==> src/panel_pkg.sv <==
package panel_pkg;

    // ------------------------------------------------------------------
    // Timing
    // ------------------------------------------------------------------
    // Clock rate in MHz.
    localparam int CLK_MHZ = 200;
    // Debounce settle time in microseconds.
    localparam int DEBOUNCE_US = 5000;
    // Debounce settle time in clock cycles.
    localparam int DEBOUNCE_CYCLES = DEBOUNCE_US * CLK_MHZ;

    // ------------------------------------------------------------------
    // Processor codes and addresses
    // ------------------------------------------------------------------
    localparam logic [1:0] STATE_FETCH = 2'h0;
    localparam logic [1:0] STATE_EXECUTE = 2'h1;
    localparam logic [1:0] STATE_DMA = 2'h2;
    localparam logic [7:0] IDLE_OPCODE = 8'h00;
    localparam logic [15:0] ROM_FIRST = 16'h8400;
    localparam logic [15:0] ROM_LAST = 16'h87ff;
    localparam int DIGITS = 6;

    // ------------------------------------------------------------------
    // Reset values
    // ------------------------------------------------------------------
    localparam logic CLEAR_RESET = 1'b1;
    localparam logic [7:0] ADDR_HIGH_RESET = 8'h00;

    // ------------------------------------------------------------------
    // Carriers
    // ------------------------------------------------------------------
    typedef struct packed {
        logic first_timing_pulse;
        logic second_timing_pulse;
        logic state_code_bit1;
        logic state_code_bit0;
        logic q_output;
        logic [7:0] addr;
        logic [7:0] data;
    } backplane_type;

    typedef struct packed {
        logic running_indicator;
        logic clear_indicator;
        logic wait_indicator;
        logic q_indicator;
        logic state_code_bit1;
        logic state_code_bit0;
    } indicator_type;

    // ------------------------------------------------------------------
    // Hex to seven segments, bit 6 is g down to bit 0 is a
    // ------------------------------------------------------------------
    function automatic logic [6:0] hex_to_segments(input logic [3:0] nibble);
        logic [6:0] seg;
        case (nibble)
            4'h0: seg = 7'h3f;
            4'h1: seg = 7'h06;
            4'h2: seg = 7'h5b;
            4'h3: seg = 7'h4f;
            4'h4: seg = 7'h66;
            4'h5: seg = 7'h6d;
            4'h6: seg = 7'h7d;
            4'h7: seg = 7'h07;
            4'h8: seg = 7'h7f;
            4'h9: seg = 7'h6f;
            4'ha: seg = 7'h77;
            4'hb: seg = 7'h7c;
            4'hc: seg = 7'h39;
            4'hd: seg = 7'h5e;
            4'he: seg = 7'h79;
            default: seg = 7'h71;
        endcase
        return seg;
    endfunction : hex_to_segments

endpackage : panel_pkg
==> src/cpu_run_step_control_panel.sv <==
// Function
// - Reset key latches clear, drops wait.
// - Latched clear lights clear, darkens wait.
// - Run-program key removes the clear request.
// - Run-utility also raises utility start request.
// - Continuous runs free; step allows one cycle.
// - Step mode halts between the timing pulses.
// - Wait lamp lit in step, dark stepping.
// - Run key darkens wait and clear lamps.
// - Running lamp from run key until idle/reset.
// - State lamps follow processor state code.
// - Latch high address; show low and data.
// - Digits b and d drawn lower case.
// - Run-program during idle requests DMA out.
// - Idle shows running and clear lamps dark.
// - Every bump DMA unstepped, later cycles stepped.
// - ROM socket selected for 8400 to 87ff.
`timescale 1ns/1ps
`default_nettype none
module cpu_run_step_control_panel #(
    parameter int DEBOUNCE_CYCLES = panel_pkg::DEBOUNCE_CYCLES
) (
    // Clock and reset
    input wire logic clk,
    input wire logic rst_n,
    // Front panel keys and toggle, high while pressed or in step
    input wire logic reset_key,
    input wire logic run_program_key,
    input wire logic run_utility_key,
    input wire logic step_continuous_toggle,
    // Backplane signals from the processor
    input wire panel_pkg::backplane_type backplane,
    // Backplane requests to the processor
    output logic clear_request_n,
    output logic wait_request_n,
    output logic dma_out_request_n,
    output logic utility_start_request,
    output logic rom_select,
    // Display
    output panel_pkg::indicator_type indicators,
    output logic [6:0] segments [panel_pkg::DIGITS]
);

    // ------------------------------------------------------------------
    // Keys
    // ------------------------------------------------------------------
    logic reset_press;
    logic run_p_press;
    logic run_u_press;
    logic step_mode;
    logic run_press;

    key_debounce #(.CYCLES(DEBOUNCE_CYCLES)) u_reset_key (
        .clk(clk), .rst_n(rst_n), .key_pin(reset_key), .level(), .press(reset_press)
    );

    key_debounce #(.CYCLES(DEBOUNCE_CYCLES)) u_run_program_key (
        .clk(clk), .rst_n(rst_n), .key_pin(run_program_key), .level(), .press(run_p_press)
    );

    key_debounce #(.CYCLES(DEBOUNCE_CYCLES)) u_run_utility_key (
        .clk(clk), .rst_n(rst_n), .key_pin(run_utility_key), .level(), .press(run_u_press)
    );

    key_debounce #(.CYCLES(DEBOUNCE_CYCLES)) u_step_toggle (
        .clk(clk), .rst_n(rst_n), .key_pin(step_continuous_toggle), .level(step_mode), .press()
    );

    assign run_press = run_p_press | run_u_press;

    // ------------------------------------------------------------------
    // Backplane synchroniser and timing edges
    // ------------------------------------------------------------------
    panel_pkg::backplane_type bp_meta_q;
    panel_pkg::backplane_type bp_q;
    logic tpa_prev_q;
    logic tpb_prev_q;
    logic tpa_rise;
    logic tpb_rise;
    logic [1:0] state_code;

    always_ff @(posedge clk or negedge rst_n)
    begin
        if (!rst_n)
        begin
            bp_meta_q <= '0;
            bp_q <= '0;
        end
        else
        begin
            bp_meta_q <= backplane;
            bp_q <= bp_meta_q;
        end
    end

    always_ff @(posedge clk or negedge rst_n)
    begin
        if (!rst_n)
        begin
            tpa_prev_q <= 1'b0;
            tpb_prev_q <= 1'b0;
        end
        else
        begin
            tpa_prev_q <= bp_q.first_timing_pulse;
            tpb_prev_q <= bp_q.second_timing_pulse;
        end
    end

    assign tpa_rise = bp_q.first_timing_pulse & ~tpa_prev_q;
    assign tpb_rise = bp_q.second_timing_pulse & ~tpb_prev_q;
    assign state_code = {bp_q.state_code_bit1, bp_q.state_code_bit0};

    // ------------------------------------------------------------------
    // Clear and utility start
    // ------------------------------------------------------------------
    logic clear_q;
    logic utility_q;

    always_ff @(posedge clk or negedge rst_n)
    begin
        if (!rst_n)
            clear_q <= panel_pkg::CLEAR_RESET;
        else if (reset_press)
            clear_q <= 1'b1;
        else if (run_press)
            clear_q <= 1'b0;
    end

    always_ff @(posedge clk or negedge rst_n)
    begin
        if (!rst_n)
            utility_q <= 1'b0;
        else if (reset_press)
            utility_q <= 1'b0;
        else if (run_u_press)
            utility_q <= 1'b1;
        else if (tpb_rise && !clear_q)
            utility_q <= 1'b0;
    end

    // ------------------------------------------------------------------
    // Idle detection and running lamp
    // ------------------------------------------------------------------
    logic idle_q;
    logic idle_set;
    logic running_q;

    assign idle_set = tpb_rise && !clear_q && state_code == panel_pkg::STATE_FETCH
        && bp_q.data == panel_pkg::IDLE_OPCODE;

    always_ff @(posedge clk or negedge rst_n)
    begin
        if (!rst_n)
            idle_q <= 1'b0;
        else if (reset_press || (tpb_rise && state_code == panel_pkg::STATE_DMA))
            idle_q <= 1'b0;
        else if (idle_set)
            idle_q <= 1'b1;
    end

    always_ff @(posedge clk or negedge rst_n)
    begin
        if (!rst_n)
            running_q <= 1'b0;
        else if (reset_press || idle_set)
            running_q <= 1'b0;
        else if (run_press)
            running_q <= 1'b1;
    end

    // ------------------------------------------------------------------
    // Restart from idle by a DMA out request
    // ------------------------------------------------------------------
    logic dma_q;
    logic skip_q;

    always_ff @(posedge clk or negedge rst_n)
    begin
        if (!rst_n)
            dma_q <= 1'b0;
        else if (reset_press)
            dma_q <= 1'b0;
        else if (run_p_press && idle_q)
            dma_q <= 1'b1;
        else if (tpa_rise && state_code == panel_pkg::STATE_DMA)
            dma_q <= 1'b0;
    end

    always_ff @(posedge clk or negedge rst_n)
    begin
        if (!rst_n)
            skip_q <= 1'b0;
        else if (reset_press)
            skip_q <= 1'b0;
        else if (run_p_press && idle_q)
            skip_q <= 1'b1;
        else if (tpb_rise && state_code == panel_pkg::STATE_DMA)
            skip_q <= 1'b0;
    end

    // ------------------------------------------------------------------
    // Single machine-cycle stepping
    // ------------------------------------------------------------------
    logic allow_q;
    logic tpb_seen_q;
    logic wait_on;

    always_ff @(posedge clk or negedge rst_n)
    begin
        if (!rst_n)
        begin
            allow_q <= 1'b0;
            tpb_seen_q <= 1'b0;
        end
        else if (run_press)
        begin
            allow_q <= 1'b1;
            tpb_seen_q <= 1'b0;
        end
        else if (allow_q && tpb_rise)
        begin
            tpb_seen_q <= 1'b1;
        end
        else if (allow_q && tpb_seen_q && tpa_rise && !skip_q)
        begin
            allow_q <= 1'b0;
            tpb_seen_q <= 1'b0;
        end
    end

    assign wait_on = step_mode && !clear_q && !allow_q && !skip_q;

    always_ff @(posedge clk or negedge rst_n)
    begin
        if (!rst_n)
        begin
            clear_request_n <= 1'b0;
            wait_request_n <= 1'b1;
            dma_out_request_n <= 1'b1;
            utility_start_request <= 1'b0;
        end
        else
        begin
            clear_request_n <= ~clear_q;
            wait_request_n <= ~wait_on;
            dma_out_request_n <= ~dma_q;
            utility_start_request <= utility_q;
        end
    end

    // ------------------------------------------------------------------
    // Address latch, ROM select and display
    // ------------------------------------------------------------------
    logic [7:0] addr_high_q;
    logic [15:0] full_addr;
    logic [23:0] shown;

    always_ff @(posedge clk or negedge rst_n)
    begin
        if (!rst_n)
        begin
            addr_high_q <= panel_pkg::ADDR_HIGH_RESET;
        end
        else if (tpa_rise)
        begin
            addr_high_q <= bp_q.addr;
        end
    end

    assign full_addr = {addr_high_q, bp_q.addr};
    assign shown = {full_addr, bp_q.data};

    always_ff @(posedge clk or negedge rst_n)
    begin
        if (!rst_n)
            rom_select <= 1'b0;
        else
            rom_select <= full_addr >= panel_pkg::ROM_FIRST
                && full_addr <= panel_pkg::ROM_LAST;
    end

    always_ff @(posedge clk or negedge rst_n)
    begin
        if (!rst_n)
        begin
            indicators <= '0;
        end
        else
        begin
            indicators.running_indicator <= running_q;
            indicators.clear_indicator <= clear_q;
            indicators.wait_indicator <= wait_on;
            indicators.q_indicator <= bp_q.q_output;
            indicators.state_code_bit1 <= bp_q.state_code_bit1;
            indicators.state_code_bit0 <= bp_q.state_code_bit0;
        end
    end

    for (genvar i = 0; i < panel_pkg::DIGITS; i++)
    begin : g_digit
        always_ff @(posedge clk or negedge rst_n)
        begin
            if (!rst_n)
            begin
                segments[i] <= 7'h00;
            end
            else
            begin
                segments[i] <= panel_pkg::hex_to_segments(shown[4*i +: 4]);
            end
        end
    end
endmodule : cpu_run_step_control_panel
`default_nettype wire

==> src/key_debounce.sv <==
`timescale 1ns/1ps
`default_nettype none
module key_debounce #(
    parameter int CYCLES = panel_pkg::DEBOUNCE_CYCLES
) (
    // Clock and reset
    input wire logic clk,
    input wire logic rst_n,
    // Raw key pin, high while pressed
    input wire logic key_pin,
    // Debounced level and press pulse
    output logic level,
    output logic press
);
    localparam int CW = $clog2(CYCLES + 1);

    logic sync1_q;
    logic sync2_q;
    logic level_q;
    logic press_q;
    logic [CW-1:0] count_q;

    // ------------------------------------------------------------------
    // Two-stage synchroniser
    // ------------------------------------------------------------------
    always_ff @(posedge clk or negedge rst_n)
    begin
        if (!rst_n)
        begin
            sync1_q <= 1'b0;
            sync2_q <= 1'b0;
        end
        else
        begin
            sync1_q <= key_pin;
            sync2_q <= sync1_q;
        end
    end

    // ------------------------------------------------------------------
    // Settle counter, one press pulse per clean closure
    // ------------------------------------------------------------------
    always_ff @(posedge clk or negedge rst_n)
    begin
        if (!rst_n)
        begin
            count_q <= '0;
            level_q <= 1'b0;
            press_q <= 1'b0;
        end
        else
        begin
            press_q <= 1'b0;
            if (sync2_q == level_q)
            begin
                count_q <= '0;
            end
            else if (count_q == CW'(CYCLES - 1))
            begin
                count_q <= '0;
                level_q <= sync2_q;
                press_q <= sync2_q;
            end
            else
            begin
                count_q <= count_q + 1'b1;
            end
        end
    end

    assign level = level_q;
    assign press = press_q;
endmodule : key_debounce
`default_nettype wire

==> config.mk <==
export PLATFORM = sky130hd
export DESIGN_NAME = cpu_run_step_control_panel
export DESIGN_NICKNAME = d
export VERILOG_FILES = /design/src/panel_pkg.sv /design/src/cpu_run_step_control_panel.sv /design/src/key_debounce.sv
export SDC_FILE = /design/constraint.sdc
export NUM_CORES = 1
export LEC_CHECK = 0
export BUFFER_PORTS_ARGS = -buffer_cell sky130_fd_sc_hd__buf_2
export CAP_MARGIN = 10
export CORE_MARGIN = 5
export CORE_UTILIZATION = 59
export DETAILED_ROUTE_END_ITERATION = 6
export GPL_TIMING_DRIVEN = 0
export PLACE_DENSITY = 0.79
export SLEW_MARGIN = 20
export SYNTH_ARGS = -nofsm -noshare
export SYNTH_HDL_FRONTEND = slang
export SYNTH_HIERARCHICAL = 1
export SYNTH_SLANG_ARGS = --single-unit
export TNS_END_PERCENT = 5
==> constraint.sdc <==
create_clock -name clk -period 2.25 [get_ports clk]
set_clock_uncertainty 0.05 [all_clocks]
set_input_delay 0.5625 -clock clk [delete_from_list [all_inputs] [get_ports clk]]
set_output_delay 0.5625 -clock clk [all_outputs]
set_load 0.01 [all_outputs]
==> results_dict.tcl <==
set metrics [dict create \
    hold_viol_final 0 \
    fin_crit_ns 2.16 \
    min_from "backplane[20]" \
    track_usage 0.184 \
    h-tree-depth 1 \
    cp_data_arrival_time_ns 2.52 \
    worst_pin_slew_ns 0.507 \
    syn_avg_cell_area_um2 10.9 \
    slew_headroom 0.662 \
    grt_pass1_vias 5945 \
    drc 0 \
    initial_core_util 0.601 \
    clkPwrFrac 0.410 \
    power.total_w 0.00801 \
    gp_congestion 0.869 \
    post-place-cells 1111 \
    drt_iter0_drc 479 \
    hold_class "in2reg" \
    synthesis.nets 913 \
    grt_pass1_wl_mm 28.0 \
    critPathMaxFanout 8 \
    r2r_slack_ns 0.09 \
    powerDensity_nw_per_um2 759 \
    die_area_um2 18100 \
    crit_path_end_kind "register" \
    drt-wirelength-per-cell_um 14.0 \
    hold_depth 1 \
    mostFrequentLayoutCells "dfrtp_1, buf_2, nor2_1" \
    hpwl_mm 11.0 \
    worstHoldEndpoint "bp_meta_q[20]" \
    syn-cell-area_um2 9140 \
    fin_nets 1021 \
    max_freq_mhz 464 \
    crit_type "reg2reg" \
    reg2regPathDepth 6 \
    die_h_um 134 \
    antenna_cells 0 \
    antenna_left 0 \
    instances_no_fill 1151 \
    clockRootBuffer "clkbuf_16" \
    grt_max_degree 105 \
    status "completed" \
    clockBufferDepth 3 \
    synth_warnings 6 \
    finalCritPeriodShare 0.958 \
    fp.dieW_um 134 \
    leakage_nw 4.61 \
    io_pins 80 \
    cp_data_required_time_ns 2.61 \
    cts_tree "yes" \
    timing.rr.start "u_run_utility_key/count_q[0]" \
    antenna_found_initial 0 \
    viasPerCell 5.38 \
    clkTransAtPathRegs_ns 0.06 \
    setup_viol 0 \
    fin_ws_ns 0.0942 \
    r2r_end "u_run_utility_key/count_q[18]" \
    cts.sinks 208 \
    clock_latency_ns 0.51 \
    gr-total-overflow 0 \
    fp-row-count 45 \
    rsz0062_at_grt "yes" \
    mostFrequentLayoutCell "dfrtp_1" \
    cp-start-kind "register" \
    dp_worst_setup_slack_ns 0.0531 \
    core_um2 15200 \
    intPower_w 0.00615 \
    p_sw_w 0.00186 \
    slew_violations 0 \
    seqPwrFrac 0.501 \
    drt_wl_total_mm 16.1 \
    layout-drive-gt1-share 0.181 \
    swShare 0.233 \
    io_buffers 79 \
    vias 6196 \
    comb_power_share 0.089 \
    dr.pass1.iters 4 \
    vdd_drop_max_mv 0.626 \
    cts_buffers 22 \
    area_growth_pct 15.5 \
    syn_inst 842 \
    maxCapViolCount 0 \
]
flip-flops by register name, summed over array words and instances, names as in the netlist, 6 cells and up:
register	count
segments	42
bp_meta_q	21
bp_q	21
u_reset_key/count_q	20
u_run_program_key/count_q	20
u_run_utility_key/count_q	20
u_step_toggle/count_q	20
addr_high_q	8
indicators	6
final cells by class:
type	count	area [um^2]
multi-input cells	541	3590
plain buffers	34	153
well taps	188	235
clock inverters	2	21.3
repair buffers	84	485
inverters	59	221
fillers	1095	4650
clock buffers	35	639
flip-flops and latches	208	5210
metal layers:
metal  part of all wire  GRT usage  routed length [um]
met4              0.016     0.0526                 254
met5                  0          0                   0
met3              0.044     0.0291                 710
met2               0.49      0.308                7950
met1               0.45      0.254                7180
repair_timing:
action | CTS | global route
setup buffers | 0 | 2
hold endpoints to repair | 2 | 0
gates resized for setup | 0 | 7
endpoints found under the setup margin | 0 | 11
hold buffers | 1 | 0
how the worst max path moves through the flow:
stage,end,cells after the start,start
after floorplan,u_reset_key/count_q[18],6,u_reset_key/count_q[0]
after global placement,u_run_utility_key/count_q[4],1,rst_n
after detailed placement,u_reset_key/count_q[18],6,u_reset_key/count_q[0]
after CTS,u_step_toggle/count_q[18],6,u_step_toggle/count_q[0]
after global routing,u_run_utility_key/count_q[18],6,u_run_utility_key/count_q[0]
final,u_run_utility_key/count_q[18],6,u_run_utility_key/count_q[0]
power by group through the flow:
stage	Clock, W	Combinational, W	Sequential [W]
finish	0.00328	0.000711	0.00401
global route	0.00357	0.000806	0.00403
CTS	0.00338	0.000714	0.00401
detailed placement	0	0.000708	0.00408
global placement	0	0.000684	0.00407
floorplan	0	0.000362	0.00412
critical path, stage by stage (launching register included):
cell and delay, ns:
dfrtp_1 0.40, ha_2 0.23, nand2_1 0.10, or4_1 0.51, buf_2 0.17, or4_1 0.46
a21oi_1 0.16
stage by stage:
step	hold slack, ns	instance area, um^2	setup TNS (ns)	utilization
after detailed placement	0.285	9830	0	0.647
final	0.0999	10600	0	0.694
after floorplan	0.217	9140	0	-
after global placement	0.282	9770	-561.71	0.643
after CTS	0.0877	10500	0	0.691
after global routing	0.0850	10600	-0.0260	0.694
Power figures use the tool's default switching activity.
